$ cat src/pkg/pulse_next_data_pkg.sv
// constants and carrier types for the pulse next-data register bank
package pulse_next_data_pkg;
   localparam int ADDR_W = 8;
   localparam int DATA_W = 32;
   localparam int REG_W = 8;
   localparam int NIB_W = 4;
   localparam int GROUPS = 4;
   localparam int SEL_W = 2;
   localparam int TIMER_CH = 4;

   // byte offsets of the registers
   localparam logic [ADDR_W-1:0] NEXT_HIGH_OFS = 8'h00;
   localparam logic [ADDR_W-1:0] NEXT_HIGH_UPPER_OFS = 8'h04;
   localparam logic [ADDR_W-1:0] NEXT_HIGH_LOWER_OFS = 8'h08;
   localparam logic [ADDR_W-1:0] NEXT_LOW_OFS = 8'h0C;
   localparam logic [ADDR_W-1:0] NEXT_LOW_UPPER_OFS = 8'h10;
   localparam logic [ADDR_W-1:0] NEXT_LOW_LOWER_OFS = 8'h14;
   localparam logic [ADDR_W-1:0] ENABLE_HIGH_OFS = 8'h18;
   localparam logic [ADDR_W-1:0] ENABLE_LOW_OFS = 8'h1C;
   localparam logic [ADDR_W-1:0] OUTPUT_HIGH_OFS = 8'h20;
   localparam logic [ADDR_W-1:0] OUTPUT_LOW_OFS = 8'h24;
   localparam logic [ADDR_W-1:0] TRIG_SEL_HIGH_OFS = 8'h28;
   localparam logic [ADDR_W-1:0] TRIG_SEL_LOW_OFS = 8'h2C;

   // reset values and fixed read values
   localparam logic [REG_W-1:0] NEXT_DATA_RST = 8'h00;
   localparam logic [NIB_W-1:0] NIBBLE_RST = 4'h0;
   localparam logic [REG_W-1:0] ENABLE_RST = 8'h00;
   localparam logic [SEL_W-1:0] SEL_RST = 2'h3;
   localparam logic [NIB_W-1:0] RSVD_ONES = 4'hF;
   localparam logic [NIB_W-1:0] RSVD_ZERO = 4'h0;
   localparam logic [REG_W-1:0] READ_NONE = 8'h00;

   // group numbers: group 3 is bits 15..12, group 0 bits 3..0
   localparam int G3 = 3;
   localparam int G2 = 2;
   localparam int G1 = 1;
   localparam int G0 = 0;

   localparam logic [1:0] RESP_OKAY = 2'h0;
   localparam logic [1:0] RESP_SLVERR = 2'h2;

   typedef struct packed {
      logic [ADDR_W-1:0] addr;
      logic [REG_W-1:0] data;
      logic lane0;
   } reg_wr_t;

   typedef struct packed {
      logic [REG_W-1:0] data;
      logic err;
   } reg_rd_t;
endpackage

$ cat src/axil_reg_port.sv
// axi4-lite slave front end delivering single register accesses
`timescale 1ns/1ps
module axil_reg_port
(
   input wire logic ref_clk_in,
   input wire logic resetn_in,
   input wire logic ce_in,
   input wire logic [pulse_next_data_pkg::ADDR_W-1:0] awaddr_in,
   input wire logic awvalid_in,
   output logic awready_out,
   input wire logic [pulse_next_data_pkg::DATA_W-1:0] wdata_in,
   input wire logic [3:0] wstrb_in,
   input wire logic wvalid_in,
   output logic wready_out,
   output logic [1:0] bresp_out,
   output logic bvalid_out,
   input wire logic bready_in,
   input wire logic [pulse_next_data_pkg::ADDR_W-1:0] araddr_in,
   input wire logic arvalid_in,
   output logic arready_out,
   output logic [pulse_next_data_pkg::DATA_W-1:0] rdata_out,
   output logic [1:0] rresp_out,
   output logic rvalid_out,
   input wire logic rready_in,
   output pulse_next_data_pkg::reg_wr_t wr_cmd_out,
   output logic wr_pulse_out,
   input wire logic wr_err_in,
   output logic [pulse_next_data_pkg::ADDR_W-1:0] rd_addr_out,
   output logic rd_pulse_out,
   input pulse_next_data_pkg::reg_rd_t rd_result_in
);
   import pulse_next_data_pkg::*;

   logic awready_ff, wready_ff, bvalid_ff, arready_ff, rvalid_ff;
   logic [ADDR_W-1:0] awaddr_ff;
   logic [REG_W-1:0] wdata_ff;
   logic lane0_ff;
   logic [1:0] bresp_ff, rresp_ff;
   logic [DATA_W-1:0] rdata_ff;

   wire aw_take = awvalid_in & awready_ff & ce_in;
   wire w_take = wvalid_in & wready_ff & ce_in;
   // both halves held and previous response gone
   wire do_write = ~awready_ff & ~wready_ff & ~bvalid_ff & ce_in;
   wire b_done = bvalid_ff & bready_in & ce_in;
   wire do_read = arvalid_in & arready_ff & ~rvalid_ff & ce_in;
   wire r_done = rvalid_ff & rready_in & ce_in;

   always_ff @(posedge ref_clk_in or negedge resetn_in)
   begin
      if (!resetn_in)
      begin
         awready_ff <= 1'b1;
         wready_ff <= 1'b1;
         bvalid_ff <= 1'b0;
         bresp_ff <= RESP_OKAY;
         awaddr_ff <= '0;
         wdata_ff <= '0;
         lane0_ff <= 1'b0;
      end
      else
      begin
         if (aw_take)
            awaddr_ff <= awaddr_in;
         if (w_take)
         begin
            wdata_ff <= wdata_in[REG_W-1:0];
            lane0_ff <= wstrb_in[0];
         end
         awready_ff <= b_done | (awready_ff & ~aw_take);
         wready_ff <= b_done | (wready_ff & ~w_take);
         bvalid_ff <= do_write | (bvalid_ff & ~b_done);
         if (do_write)
            bresp_ff <= wr_err_in ? RESP_SLVERR : RESP_OKAY;
      end
   end

   always_ff @(posedge ref_clk_in or negedge resetn_in)
   begin
      if (!resetn_in)
      begin
         arready_ff <= 1'b1;
         rvalid_ff <= 1'b0;
         rresp_ff <= RESP_OKAY;
         rdata_ff <= '0;
      end
      else
      begin
         arready_ff <= r_done | (arready_ff & ~do_read);
         rvalid_ff <= do_read | (rvalid_ff & ~r_done);
         if (do_read)
         begin
            rdata_ff <= {{(DATA_W-REG_W){1'b0}}, rd_result_in.data};
            rresp_ff <= rd_result_in.err ? RESP_SLVERR : RESP_OKAY;
         end
      end
   end

   assign awready_out = awready_ff;
   assign wready_out = wready_ff;
   assign bvalid_out = bvalid_ff;
   assign bresp_out = bresp_ff;
   assign arready_out = arready_ff;
   assign rvalid_out = rvalid_ff;
   assign rresp_out = rresp_ff;
   assign rdata_out = rdata_ff;
   assign wr_cmd_out = {awaddr_ff, wdata_ff, lane0_ff};
   assign wr_pulse_out = do_write;
   assign rd_addr_out = araddr_in;
   assign rd_pulse_out = do_read;
endmodule

$ cat src/pulse_group_slice.sv
// one pulse output group: next-data nibble and output-data nibble
`timescale 1ns/1ps
module pulse_group_slice
(
   input wire logic ref_clk_in,
   input wire logic resetn_in,
   input wire logic ce_in,
   input wire logic [pulse_next_data_pkg::SEL_W-1:0] sel_in,
   input wire logic [pulse_next_data_pkg::TIMER_CH-1:0] compare_match_in,
   input wire logic next_wr_in,
   input wire logic out_wr_in,
   input wire logic [pulse_next_data_pkg::NIB_W-1:0] wr_data_in,
   input wire logic [pulse_next_data_pkg::NIB_W-1:0] enable_in,
   output logic trigger_out,
   output logic [pulse_next_data_pkg::NIB_W-1:0] next_data_out,
   output logic [pulse_next_data_pkg::NIB_W-1:0] output_data_out
);
   import pulse_next_data_pkg::*;

   logic [NIB_W-1:0] next_ff, out_ff;
   wire trig = compare_match_in[sel_in] & ce_in;
   wire [NIB_W-1:0] trig_bits = {NIB_W{trig}};
   // a coinciding write lands here while the old value is transferred
   wire [NIB_W-1:0] nxt_next = next_wr_in ? wr_data_in : next_ff;
   wire [NIB_W-1:0] cpu_out = out_wr_in ? wr_data_in : out_ff;
   wire [NIB_W-1:0] nxt_out = (enable_in & trig_bits & next_ff)
      | (enable_in & ~trig_bits & out_ff)
      | (~enable_in & cpu_out);

   always_ff @(posedge ref_clk_in or negedge resetn_in)
   begin
      if (!resetn_in)
      begin
         next_ff <= NIBBLE_RST;
         out_ff <= NIBBLE_RST;
      end
      else if (ce_in)
      begin
         next_ff <= nxt_next;
         out_ff <= nxt_out;
      end
   end

   assign trigger_out = trig;
   assign next_data_out = next_ff;
   assign output_data_out = out_ff;
endmodule

$ cat src/pulse_next_data_regs.sv
// pulse next-data register bank with trigger transfer to output data
// Function
// - Two 8-bit next-data registers hold the next value of sixteen bits.
// - Every writable next-data bit is zero after reset.
// - Groups 2 and 3 on one trigger: eight high bits at one address.
// - Groups 2 and 3 on two triggers: bits 15..12, 11..8 at two addresses.
// - Groups 0 and 1 on one trigger: eight low bits at one address.
// - Groups 0 and 1 on two triggers: bits 7..4, 3..0 at two addresses.
// - In the split layout the unused nibble reads as ones, ignores writes.
// - A high group's selected trigger copies next data into output data.
// - A low group's selected trigger copies next data into output data.
// - Only enabled bits transfer; disabled output bits keep their value.
// - Enabled output bits ignore cpu writes; disabled ones take them.
// - A 2-bit field per group picks compare match of timer channel 0..3.
`timescale 1ns/1ps
module pulse_next_data_regs
(
   input wire logic ref_clk_in,
   input wire logic resetn_in,
   input wire logic ce_in,
   input wire logic [pulse_next_data_pkg::TIMER_CH-1:0] compare_match_in,
   input wire logic [pulse_next_data_pkg::ADDR_W-1:0] awaddr_in,
   input wire logic awvalid_in,
   output logic awready_out,
   input wire logic [pulse_next_data_pkg::DATA_W-1:0] wdata_in,
   input wire logic [3:0] wstrb_in,
   input wire logic wvalid_in,
   output logic wready_out,
   output logic [1:0] bresp_out,
   output logic bvalid_out,
   input wire logic bready_in,
   input wire logic [pulse_next_data_pkg::ADDR_W-1:0] araddr_in,
   input wire logic arvalid_in,
   output logic arready_out,
   output logic [pulse_next_data_pkg::DATA_W-1:0] rdata_out,
   output logic [1:0] rresp_out,
   output logic rvalid_out,
   input wire logic rready_in,
   output logic [2*pulse_next_data_pkg::REG_W-1:0] pulse_out
);
   import pulse_next_data_pkg::*;

   reg_wr_t wr_cmd;
   reg_rd_t rd_result;
   logic wr_pulse, rd_pulse, wr_err;
   logic [ADDR_W-1:0] rd_addr;

   logic [REG_W-1:0] enable_high_ff, enable_low_ff;
   logic [GROUPS-1:0][SEL_W-1:0] sel_ff;
   logic [GROUPS-1:0][NIB_W-1:0] nd, od, en, wdat;
   logic [GROUPS-1:0] nw, ow, trig;

   axil_reg_port u_port
   (
      .ref_clk_in(ref_clk_in),
      .resetn_in(resetn_in),
      .ce_in(ce_in),
      .awaddr_in(awaddr_in),
      .awvalid_in(awvalid_in),
      .awready_out(awready_out),
      .wdata_in(wdata_in),
      .wstrb_in(wstrb_in),
      .wvalid_in(wvalid_in),
      .wready_out(wready_out),
      .bresp_out(bresp_out),
      .bvalid_out(bvalid_out),
      .bready_in(bready_in),
      .araddr_in(araddr_in),
      .arvalid_in(arvalid_in),
      .arready_out(arready_out),
      .rdata_out(rdata_out),
      .rresp_out(rresp_out),
      .rvalid_out(rvalid_out),
      .rready_in(rready_in),
      .wr_cmd_out(wr_cmd),
      .wr_pulse_out(wr_pulse),
      .wr_err_in(wr_err),
      .rd_addr_out(rd_addr),
      .rd_pulse_out(rd_pulse),
      .rd_result_in(rd_result)
   );

   // layout follows whether the two groups share a trigger
   wire high_shared = sel_ff[G3] == sel_ff[G2];
   wire low_shared = sel_ff[G1] == sel_ff[G0];

   // write decode, word address with the low two bits ignored
   wire [ADDR_W-1:0] wa = {wr_cmd.addr[ADDR_W-1:2], 2'b00};
   wire w_nh = (wa == NEXT_HIGH_OFS) & high_shared;
   wire w_nhu = (wa == NEXT_HIGH_UPPER_OFS) & ~high_shared;
   wire w_nhl = (wa == NEXT_HIGH_LOWER_OFS) & ~high_shared;
   wire w_nl = (wa == NEXT_LOW_OFS) & low_shared;
   wire w_nlu = (wa == NEXT_LOW_UPPER_OFS) & ~low_shared;
   wire w_nll = (wa == NEXT_LOW_LOWER_OFS) & ~low_shared;
   wire w_enh = wa == ENABLE_HIGH_OFS;
   wire w_enl = wa == ENABLE_LOW_OFS;
   wire w_odh = wa == OUTPUT_HIGH_OFS;
   wire w_odl = wa == OUTPUT_LOW_OFS;
   wire w_tsh = wa == TRIG_SEL_HIGH_OFS;
   wire w_tsl = wa == TRIG_SEL_LOW_OFS;
   wire w_hit = w_nh | w_nhu | w_nhl | w_nl | w_nlu | w_nll | w_enh
      | w_enl | w_odh | w_odl | w_tsh | w_tsl;
   wire wr_lane = wr_pulse & wr_cmd.lane0;
   assign wr_err = ~w_hit;

   // read decode
   wire [ADDR_W-1:0] ra = {rd_addr[ADDR_W-1:2], 2'b00};
   wire r_nh = (ra == NEXT_HIGH_OFS) & high_shared;
   wire r_nhu = (ra == NEXT_HIGH_UPPER_OFS) & ~high_shared;
   wire r_nhl = (ra == NEXT_HIGH_LOWER_OFS) & ~high_shared;
   wire r_nl = (ra == NEXT_LOW_OFS) & low_shared;
   wire r_nlu = (ra == NEXT_LOW_UPPER_OFS) & ~low_shared;
   wire r_nll = (ra == NEXT_LOW_LOWER_OFS) & ~low_shared;
   wire r_enh = ra == ENABLE_HIGH_OFS;
   wire r_enl = ra == ENABLE_LOW_OFS;
   wire r_odh = ra == OUTPUT_HIGH_OFS;
   wire r_odl = ra == OUTPUT_LOW_OFS;
   wire r_tsh = ra == TRIG_SEL_HIGH_OFS;
   wire r_tsl = ra == TRIG_SEL_LOW_OFS;
   wire r_hit = r_nh | r_nhu | r_nhl | r_nl | r_nlu | r_nll | r_enh
      | r_enl | r_odh | r_odl | r_tsh | r_tsl;

   wire [REG_W-1:0] rd_data =
      r_nh ? {nd[G3], nd[G2]} :
      r_nhu ? {nd[G3], RSVD_ONES} :
      r_nhl ? {RSVD_ONES, nd[G2]} :
      r_nl ? {nd[G1], nd[G0]} :
      r_nlu ? {nd[G1], RSVD_ONES} :
      r_nll ? {RSVD_ONES, nd[G0]} :
      r_enh ? enable_high_ff :
      r_enl ? enable_low_ff :
      r_odh ? {od[G3], od[G2]} :
      r_odl ? {od[G1], od[G0]} :
      r_tsh ? {sel_ff[G3], sel_ff[G2], RSVD_ONES} :
      r_tsl ? {RSVD_ZERO, sel_ff[G1], sel_ff[G0]} :
      READ_NONE;
   assign rd_result = {rd_data, ~r_hit};

   // per-group strobes; split addresses reach one nibble only
   assign nw[G3] = wr_lane & (w_nh | w_nhu);
   assign nw[G2] = wr_lane & (w_nh | w_nhl);
   assign nw[G1] = wr_lane & (w_nl | w_nlu);
   assign nw[G0] = wr_lane & (w_nl | w_nll);
   assign ow[G3] = wr_lane & w_odh;
   assign ow[G2] = wr_lane & w_odh;
   assign ow[G1] = wr_lane & w_odl;
   assign ow[G0] = wr_lane & w_odl;
   assign en[G3] = enable_high_ff[REG_W-1:NIB_W];
   assign en[G2] = enable_high_ff[NIB_W-1:0];
   assign en[G1] = enable_low_ff[REG_W-1:NIB_W];
   assign en[G0] = enable_low_ff[NIB_W-1:0];

   always_ff @(posedge ref_clk_in or negedge resetn_in)
   begin
      if (!resetn_in)
      begin
         enable_high_ff <= ENABLE_RST;
         enable_low_ff <= ENABLE_RST;
         sel_ff <= {GROUPS{SEL_RST}};
      end
      else if (wr_lane)
      begin
         if (w_enh)
            enable_high_ff <= wr_cmd.data;
         if (w_enl)
            enable_low_ff <= wr_cmd.data;
         if (w_tsh)
            sel_ff[G3:G2] <= wr_cmd.data[REG_W-1:NIB_W];
         if (w_tsl)
            sel_ff[G1:G0] <= wr_cmd.data[NIB_W-1:0];
      end
   end

   genvar g;
   generate
      for (g = 0; g < GROUPS; g++)
      begin : grp
         // odd groups sit in the upper nibble of each byte
         if (g % 2 == 1)
         begin : up
            assign wdat[g] = wr_cmd.data[REG_W-1:NIB_W];
         end
         else
         begin : lo
            assign wdat[g] = wr_cmd.data[NIB_W-1:0];
         end
         // transfer, enable gating and cpu write blocking per nibble
         pulse_group_slice u_slice
         (
            .ref_clk_in(ref_clk_in),
            .resetn_in(resetn_in),
            .ce_in(ce_in),
            .sel_in(sel_ff[g]),
            .compare_match_in(compare_match_in),
            .next_wr_in(nw[g]),
            .out_wr_in(ow[g]),
            .wr_data_in(wdat[g]),
            .enable_in(en[g]),
            .trigger_out(trig[g]),
            .next_data_out(nd[g]),
            .output_data_out(od[g])
         );
      end
   endgenerate

   assign pulse_out = {od[G3], od[G2], od[G1], od[G0]};

   // checks
   wire [REG_W-1:0] nd_high = {nd[G3], nd[G2]};
   wire [REG_W-1:0] nd_low = {nd[G1], nd[G0]};
   wire [REG_W-1:0] od_high = {od[G3], od[G2]};
   wire [REG_W-1:0] od_low = {od[G1], od[G0]};
   wire [REG_W-1:0] tm_high = enable_high_ff
      & {{NIB_W{trig[G3]}}, {NIB_W{trig[G2]}}};
   wire [REG_W-1:0] tm_low = enable_low_ff
      & {{NIB_W{trig[G1]}}, {NIB_W{trig[G0]}}};
endmodule

$ cat config.mk
export PLATFORM = sky130hd
export DESIGN_NAME = pulse_next_data_regs
export DESIGN_NICKNAME = d
export VERILOG_FILES = /design/src/pkg/pulse_next_data_pkg.sv /design/src/axil_reg_port.sv /design/src/pulse_group_slice.sv /design/src/pulse_next_data_regs.sv
export SDC_FILE = /design/constraint.sdc
export NUM_CORES = 1
export LEC_CHECK = 0
export CAP_MARGIN = 5
export CORE_AREA = 4 4 100 102
export DETAILED_ROUTE_END_ITERATION = 8
export DIE_AREA = 0 0 104 106
export DONT_BUFFER_PORTS = 1
export GPL_TIMING_DRIVEN = 0
export PLACE_DENSITY = 0.71
export SYNTH_ARGS = -nofsm -noshare
export SYNTH_HDL_FRONTEND = slang
export SYNTH_SLANG_ARGS = --single-unit
$ cat constraint.sdc
create_clock -name ref_clk_in -period 3.2 [get_ports ref_clk_in]
set_clock_uncertainty 0.1 [all_clocks]
set_input_delay 0.8 -clock ref_clk_in [delete_from_list [all_inputs] [get_ports ref_clk_in]]
set_output_delay 0.8 -clock ref_clk_in [all_outputs]
set_load 0.01 [all_outputs]
# Word level (Yosys, flattened, before mapping)

Cells that the tools add are included.

Input bits: 64
Output and inout bits: 57
Flip-flop bits (word level): 90
Logic and storage cells: 208

Equal/unequal tests: 24
$lt $le $gt $ge: 4
Reduce and logical (&&, ||, !) cells: 10
Bitwise logic cells: 119
Multiplexer cells: 26

Operator list:

| kind                 | count |
|---|---|
| $mux W8              | 11 |
| $and A4 B4 Y4        | 20 |
| $eq A6 B3 Y1 const B | 8 |
| $eq A6 B4 Y1 const B | 8 |
| $and A1 B1 Y1        | 42 |
| $not A4 Y4           | 8 |
| $or A4 B4 Y4         | 8 |
| $or A1 B1 Y1         | 30 |
| $eq A6 B2 Y1 const B | 4 |
| $mux W4              | 5 |
| $logic_not A8 Y1     | 2 |
| $reduce_and A2 Y1    | 8 |
| $eq A6 B1 Y1 const B | 2 |
| $lt A2 B3 Y1 const B | 4 |
| $not A1 Y1           | 11 |
| $bmux W1 S2          | 4 |
| $eq A2 B2 Y1         | 2 |
| $mux W1              | 4 |
| $mux W2              | 2 |

# Depth between registers and ports, before layout

Gate-level depths: netlist of the first run.

Depth in word-level cells: 15
Depth in mapped cells: 7
Mapped depth without buffers: 5

# By module

Synthesis of the first run repeated with hierarchy kept, for this count alone.

Cell total of the unflattened synthesis: 509
Area total of the unflattened synthesis: 5417.7 µm²

Modules (own cells, without submodules):

| module               | sequential area each (µm²) | area each (µm²) | instances | cells each |
|---|---|---|---|---|
| pulse_next_data_regs | 610.6                      | 2042.0          | 1         | 221 |
| pulse_group_slice    | 200.2                      | 462.9           | 4         | 44 |
| axil_reg_port        | 804.5                      | 1524.0          | 1         | 112 |

# Least setup slack after synthesis of the first run

No wires, ideal clock.

Kind: input port to flip-flop
From: in ce_in
To: reg grp[2].u_slice.out_ff[0]
Data required time: 2977 ps
Path slack: 562 ps
Buffers on the path: 2
Stages: 7
Library setup time: 123 ps
Arrival time: 2415 ps
Cell sequence: buf_4 > nor4b_4 > nand4_1 > or3_1 > buf_2 > mux2_1 > o221a_1

Word-level cells in the longest chain between the ends: 6
Elaborated cells on any way between the ends: 13
Classes of those cells: mux: 1; bitwise: 12

Ends and longest elaborated chain:

| item                                                  | line                                                 | RTL |
|---|---|---|
| start: declaration                                    | pulse_next_data_regs.sv:20                           | `input wire logic ce_in,` |
| $and A1 B1 Y1 (on tied branches)                      | axil_reg_port.sv:44, pulse_group_slice.sv:21         |  |
| $and A1 B1 Y1 / $not A4 Y4 (equally long branches)    | pulse_next_data_regs.sv:103, pulse_group_slice.sv:27 |  |
| $and A1 B1 Y1 / $and A4 B4 Y4 (equally long branches) | pulse_next_data_regs.sv:145, pulse_group_slice.sv:27 |  |
| $mux W4 / $and A4 B4 Y4 (equally long branches)       | pulse_group_slice.sv:25, pulse_group_slice.sv:27     |  |
| $and A4 B4 Y4 / $or A4 B4 Y4 (equally long branches)  | pulse_group_slice.sv:28, pulse_group_slice.sv:27     |  |
| $or A4 B4 Y4                                          | pulse_group_slice.sv:28                              | `\| (~enable_in & cpu_out);` |
| end signal: assignment                                | pulse_group_slice.sv:40                              | `out_ff <= nxt_out;` |
| end: declaration                                      | pulse_group_slice.sv:20                              | `logic [NIB_W-1:0] next_ff, out_ff;` |

Parallel ways exist; a longest one is shown, timed or not.
A chain may end at the register's enable or synchronous reset.

# Worst setup path in the final report of the first run

From: reg sel_ff[7] in the netlist's numbering
To: reg u_port.rdata_ff[4], in the netlist u_port.rdata_out[4]

Word-level cells in the longest chain between the ends: 6
Elaborated cells on any way between the ends: 8
Classes of those cells: eq/ne: 1; mux: 3; bitwise: 4

Ends and longest elaborated chain:

| item                             | line                                                     | RTL |
|---|---|---|
| start: declaration               | pulse_next_data_regs.sv:49                               | `logic [GROUPS-1:0][SEL_W-1:0] sel_ff;` |
| start signal: assignment         | pulse_next_data_regs.sv:159                              | `sel_ff <= {GROUPS{SEL_RST}};` |
| start signal: indexed assignment | pulse_next_data_regs.sv:168                              | `sel_ff[G3:G2] <= wr_cmd.data[REG_W-1:NIB_W];` |
| start signal: indexed assignment | pulse_next_data_regs.sv:170                              | `sel_ff[G1:G0] <= wr_cmd.data[NIB_W-1:0];` |
| $eq A2 B2 Y1 *                   | pulse_next_data_regs.sv:84                               | `wire high_shared = sel_ff[G3] == sel_ff[G2];` |
| $not A1 Y1                       | pulse_next_data_regs.sv:109, pulse_next_data_regs.sv:110 |  |
| $and A1 B1 Y1                    | pulse_next_data_regs.sv:110                              | `wire r_nhl = (ra == NEXT_HIGH_LOWER_OFS) & ~high_shared;` |
| $mux W8                          | pulse_next_data_regs.sv:126                              | `r_nhl ? {RSVD_ONES, nd[G2]} :` |
| $mux W8                          | pulse_next_data_regs.sv:125                              | `r_nhu ? {nd[G3], RSVD_ONES} :` |
| $mux W8 *                        | pulse_next_data_regs.sv:124                              | `r_nh ? {nd[G3], nd[G2]} :` |
| end signal: assignment           | axil_reg_port.sv:93                                      | `rdata_ff <= {{(DATA_W-REG_W){1'b0}}, rd_result_in.data};` |
| end: declaration                 | axil_reg_port.sv:39                                      | `logic [DATA_W-1:0] rdata_ff;` |

Mark *: on every way between the ends. The rest lies on a longest branch, timed or not.

==> out/qor.csv, run 1 <==
stage,metric,value,unit
detailed_routing,drt-total-wl,13400,µm
die,dieArea,0.0110,mm²
grt,grt_pass1_wl,21500,µm
logic_synthesis,synth_edf_count,0,
power_and_ir_drop,combinationalPowerShare,0.270,
layout,final_layout_size_suffix_gt1_frac,0.249,
logic_synthesis,avgSynthCellArea,10.5,µm²
layout,fillers,781,
setup_path,path_delay_family,simple AND/OR/NAND/NOR gates,
power_and_ir_drop,p_leak,0.00246,µW
sta,setup_viol,0,
detailed_routing,firstDrtPassIters,5,
setup_path,slowest_delay,0.87,ns
grt,grt_pass1_vias,3880,
cts,hold_buffers,0,
detailed_routing,postRouteAntennaNets,0,
sta,fmax,0.335,GHz
logic_synthesis,synth_area,0.00496,mm²
sta,fin_crit_sh,0.933,
layout,seq_area,0.00217,mm²
power_and_ir_drop,switching_power,1370,µW
sta,slew_violations,0,
logic_synthesis,seq_area_frac_synth,0.437,
power_and_ir_drop,seq_power_share,0.519,
flow_run,maxCapViolations,0,
logic_synthesis,yosys_register_bits,86,
cts,cts.sinks,86,
layout,fin_nets,574,
placement,io_buffers,0,
cts,clk_pin_slew,0.09,ns
setup_path,cp_slowest_cell,nor4_1,
grt,overflow,0,
layout,area_growth,8.53,%
detailed_routing,via_per_inst,6.37,
layout,multi_input_area,0.00256,mm²
die,rows,35,
sta,slew_headroom,0.116,
cts,cts_tree,yes,
power_and_ir_drop,clkPwrFrac,0.211,
setup_path,path_class,reg -> reg,
setup_path,worst-path-buf-inv,1,
placement,dpl-instance-area,0.00519,mm²
grt,track_usage,0.248,
sta,hold_viol_final,0,
sta,tightest_slew,1.32,ns
power_and_ir_drop,power_density,661,mW/mm²
power_and_ir_drop,internal_power,2180,µW
grt,grt_max_degree,87,
setup_path,worstPathCellList,clkbuf_2 -> xor2_1 -> nor2_1 -> nor4_1 -> nor4_1 -> a31oi_1,
layout,fin_util,0.591,
setup_path,arrival,3.16,ns
setup_path,crit_path_end_kind,register,
power_and_ir_drop,ir_drop,0.356,mV
sta,tns,0,ns
die,die_h,106,µm
logic_synthesis,synth_cells,474,
logic_synthesis,ys_warn_count,0,
cts,numCtsBuffers,9,
layout,num_antenna_cells,0,
die,die_x,104,µm
placement,dp.final_hpwl,9680,µm
logic_synthesis,async_flop_share,1.00,
cts,root_buffer,clkbuf_8,
die,ios,121,
die,initial_core_util,0.544,
hold_path,min_path_type,in -> async,
cts,cts_resized,0,
setup_path,cpMostUsedCell,nor4_1,
setup_path,critPathMaxFanout,6,
cts,cts-htree-levels,3,
sta,rsz0062_at_grt,false,
detailed_routing,drc_errors,0,
sta,setup_ws,0.216,ns
status,status,completed,
placement,gp_congestion,0.920,
logic_synthesis,synth_ff_type,dfrtp_1,
grt,antenna_found_initial,0,
placement,pre_cts_ws,-0.0442,ns
detailed_routing,drt-initial-drc-count,424,
cts,post_cts_buffers,0,
sta,fin_crit,2.98,ns
cts,cts_buffer_depth,2,
detailed_routing,post_drt_wl_per_cell,21.4,µm
setup_path,crit_path_start_kind,register,
logic_synthesis,synth.distinct_cells,63,
setup_path,required,3.37,ns
detailed_routing,vias,3989,
cts,clock_latency,0.36,ns
power_and_ir_drop,switching_share,0.385,
power_and_ir_drop,p_total,3550,µW
layout,fin_area,0.00538,mm²
die,core-area,0.00911,mm²
[state kept, by name, summed over array words and instances (netlist names), 6 cells and up]
name	flops
u_port.wdata_ff	8
sel_ff	8
enable_low_ff	8
u_port.rdata_out	8
enable_high_ff	8
grp.u_slice.output_data_out	16
u_port.awaddr_ff	6
grp.u_slice.next_data_out	16
[cells by family after synthesis]
family          count (synthesis)  synth area share
buf+inv                        58            0.0649
simple gates                  134             0.148
flops                          86             0.437
mux                            87             0.198
xor+xnor                        6            0.0106
compound gates                102             0.141
other cells                     1          0.000756
[layer usage]
metal	up-vias	global-route usage	wire length [µm]
met4	0	0.0798	281
li1	1782	-	-
met5	-	0	0
met2	225	0.392	6230
met3	31	0.0820	1470
met1	1951	0.324	5430
[final cells by class]
| cell class | instances | area share |
|---|---|---|
| clock buffers | 10 | 0.0256 |
| inverters | 12 | 0.00837 |
| well taps | 111 | 0.0258 |
| clock inverters | 6 | 0.00977 |
| multi-input cells | 355 | 0.477 |
| flip-flops and latches | 86 | 0.403 |
| plain buffers | 46 | 0.0514 |
[cells in the mapped netlist (all sizes together), types with 5 or more instances]
cell type | n | area share
nor3 | 7 | 0.0081
dfrtp | 75 | 0.38
nand3 | 5 | 0.0050
inv | 12 | 0.0091
mux2 | 58 | 0.13
a31oi | 6 | 0.0076
o221a | 6 | 0.014
nor4 | 9 | 0.015
mux2i | 26 | 0.052
nand2 | 39 | 0.030
o21ai | 26 | 0.026
a21oi | 22 | 0.022
nor2 | 29 | 0.022
dfstp | 11 | 0.058
nand3b | 8 | 0.012
a311oi | 7 | 0.012
buf | 31 | 0.044
clkbuf | 15 | 0.012
[through the flow]
stage	std cells	hold WS [ns]
floorplan	499	0.358
finish	626	0.0275
global placement	610	0.392
detailed placement	610	0.401
global route	626	0.00285
CTS	626	0.0189
[power by group through the flow]
stage | clock, µW | sequential [µW] | combinational, µW
global route | 814 | 1890 | 1060
finish | 750 | 1840 | 959
detailed placement | 0 | 1860 | 946
floorplan | 0 | 1700 | 793
global placement | 0 | 1840 | 901
CTS | 757 | 1840 | 949
[placed cells by master, fill, tap and decap left out, drive strengths merged, types with 4 or more instances in the layout]
cell type,n
or4,4
nor4,9
mux2,58
o211ai,4
nor3,7
mux2i,26
o221a,6
xor2,4
conb,26
a21oi,22
or2,4
nand2b,4
nand2,39
a31oi,6
o21ai,26
dfstp,11
a311oi,7
nand3b,8
nand3,5
dfrtp,75
nor2,29
buf,31
o2bb2ai,4
clkbuf,25
inv,15
or3,4
[final timing paths]
| path | from | to | slack [ns] | cells after the start |
|---|---|---|---|---|
| max | sel_ff[7] | u_port.rdata_out[4] | 0.22 | 6 |
| min in group ref_clk_in | u_port.awaddr_ff[7] | u_port.awaddr_ff[7] | 0.42 | 1 |
| max in group asynchronous | resetn_in | u_port.awready_out | 2.76 | 0 |
| min | resetn_in | u_port.wdata_ff[1] | 0.03 | 0 |
| min reg2reg | u_port.awaddr_ff[7] | u_port.awaddr_ff[7] | 0.42 | 1 |
| max reg2reg | sel_ff[7] | u_port.rdata_out[4] | 0.22 | 6 |
Power figures use the tool's default switching activity.
==> run 2, diff against run 1 <==
--- a/config.mk
+++ b/config.mk
@@ -11,7 +11,7 @@
 export DIE_AREA = 0 0 104 106
 export DONT_BUFFER_PORTS = 1
 export GPL_TIMING_DRIVEN = 0
-export PLACE_DENSITY = 0.71
+export PLACE_DENSITY = 0.7
 export SYNTH_ARGS = -nofsm -noshare
 export SYNTH_HDL_FRONTEND = slang
 export SYNTH_SLANG_ARGS = --single-unit
==> run 2 against run 1 <==
Final area rose by 0.70%. Wire length grew 0.87%. Register-to-register slack gained 0.07 ns. Setup slack better by 0.071 ns. Fmax is 2.4% higher. Total power rose by 1.1%. Flip-flop and latch count is the same. Global-route usage shrank 0.11 points. Hold slack got worse by 0.0070 ns. Via count shrank 1.0%. Critical path type unchanged.
==> out/qor.csv, run 2 (synthesis gave the netlist of run 1 again) <==
stage,metric,value,unit,change
status,status,completed,,
die,ios,121,,unchanged
setup_path,r2r_slack,0.29,ns,+0.07 ns
die,dieArea,0.0110,mm²,unchanged
cts,cts_tree,yes,,
layout,area_growth,9.29,%,
sta,slew_violations,0,,unchanged
power_and_ir_drop,ir_drop,0.320,mV,-10%
setup_path,startpoint,sel_ff[7],,
power_and_ir_drop,p_leak,0.00249,µW,+0.93%
grt,track_usage,0.247,,-0.00115
grt,grt_pass1_wl,21100,µm,-1.6%
die,core-area,0.00911,mm²,unchanged
cts,cts.sinks,86,,unchanged
cts,clk_pin_slew,0.09,ns,about the same
cts,post_cts_buffers,0,,unchanged
detailed_routing,vias,3948,,-1.0%
placement,dp.final_hpwl,9630,µm,-0.55%
sta,fin_hold_ws,0.0205,ns,-0.00697 ns
cts,cts-htree-levels,3,,unchanged
die,rows,35,,unchanged
layout,fin_util,0.595,,+0.00412
power_and_ir_drop,p_total,3590,µW,+1.1%
detailed_routing,firstDrtPassIters,6,,+1
setup_path,rr_endpoint,u_port.rdata_out[4],,
sta,tightest_slew,1.24,ns,-0.0831 ns
placement,gp_congestion,0.902,,-1.9%
detailed_routing,drt-initial-drc-count,353,,-17%
die,die_h,106,µm,unchanged
layout,final_layout_size_suffix_gt1_frac,0.248,,-0.000961
sta,fin_crit,2.91,ns,-0.0711 ns
setup_path,crit_path_end_kind,register,,
detailed_routing,drt-total-wl,13500,µm,+0.87%
detailed_routing,drc_errors,0,,unchanged
detailed_routing,post_drt_wl_per_cell,21.5,µm,+0.55%
grt,antenna_found_initial,0,,unchanged
sta,fin_crit_sh,0.910,,-0.0222
die,die_x,104,µm,unchanged
power_and_ir_drop,power_density,663,mW/mm²,+0.43%
setup_path,reg2reg_from,sel_ff[7],,
grt,grt_pass1_vias,3791,,-2.3%
sta,fmax,0.343,GHz,+2.4%
setup_path,required,3.39,ns,+0.02 ns
cts,cts_resized,0,,unchanged
sta,rsz0062_at_grt,false,,
sta,setup_ws,0.287,ns,+0.0711 ns
placement,io_buffers,0,,unchanged
cts,cts_buffer_depth,2,,unchanged
cts,clock_latency,0.37,ns,about the same
detailed_routing,postRouteAntennaNets,0,,unchanged
detailed_routing,via_per_inst,6.29,,-1.3%
setup_path,crit_path_start_kind,register,,
layout,final_cell_mix,"dfrtp_1, mux2_2, nand2_1, nor2_1, buf_4",,
placement,pre_cts_ws,-0.0362,ns,+0.00795 ns
sta,slew_headroom,0.172,,+0.0555
grt,grt_max_degree,87,,unchanged
cts,root_buffer,clkbuf_8,,
layout,layout_commonest_cell,dfrtp_1,,
flow_run,maxCapViolations,0,,unchanged
grt,overflow,0,,unchanged
die,initial_core_util,0.544,,unchanged
sta,hold_viol_final,0,,unchanged
setup_path,reg2regPathDepth,6,,unchanged
layout,fin_nets,576,,+0.35%
cts,numCtsBuffers,9,,unchanged
setup_path,arrival,3.10,ns,-0.06 ns
cts,hold_buffers,0,,unchanged
layout,num_antenna_cells,0,,unchanged
setup_path,path_class,reg -> reg,,
sta,setup_viol,0,,unchanged
hold_path,min_path_type,in -> async,,
setup_path,critPathMaxFanout,6,,unchanged
[run 2: critical path, cell delays in order, from the launching register on]
cell,delay (ns)
dfstp_2,0.52
clkbuf_2,0.18
xor2_1,0.41
nor2_1,0.20
nor4_1,0.87
nor4_1,0.31
a31oi_1,0.24
[run 2: per-layer routing]
metal,routed length [µm],global-route usage
met3,1480,0.0832
met4,321,0.0798
met5,0,0
met1,5440,0.318
met2,6290,0.394
[run 2: layout make-up]
type                            count  area, µm²
Fill cell                         789       3690
Multi-Input combinational cell    355       2560
Sequential cell                    86       2170
Buffer                             46        277
Tap cell                          111        139
Clock buffer                       10        128
Clock inverter                      6       70.1
Inverter                           12       45.0
Timing Repair Buffer                2       30.0
[run 2: how the worst max path moves through the flow]
stage / to / depth (start not counted) / slack (ns)
2_1_floorplan: grp[2].u_slice.output_data_out[0] / 7 / 0.56
3_3_place_gp: enable_high_ff[4] / 6 / 0.06
3_5_place_dp: enable_high_ff[5] / 6 / -0.04
4_1_cts: enable_high_ff[5] / 6 / 0.35
5_1_grt: u_port.rdata_out[6] / 6 / 0.18
6_report: u_port.rdata_out[4] / 6 / 0.29
[run 2: through the flow]
step	instance area, µm²	std cells	setup TNS [ns]
2_1_floorplan	5050	499	0
5_1_grt	5420	628	0
4_1_cts	5390	626	0
3_3_place_gp	5190	610	0
3_5_place_dp	5190	610	-0.114
6_report	5420	628	0
[run 2: report_power, final]
part | total (µW) | switching, µW | leakage, µW | internal (µW)
combinational | 967 | 487 | 0.00131 | 479
sequential | 1840 | 448 | 0.00108 | 1390
clock | 787 | 420 | 0.000101 | 367
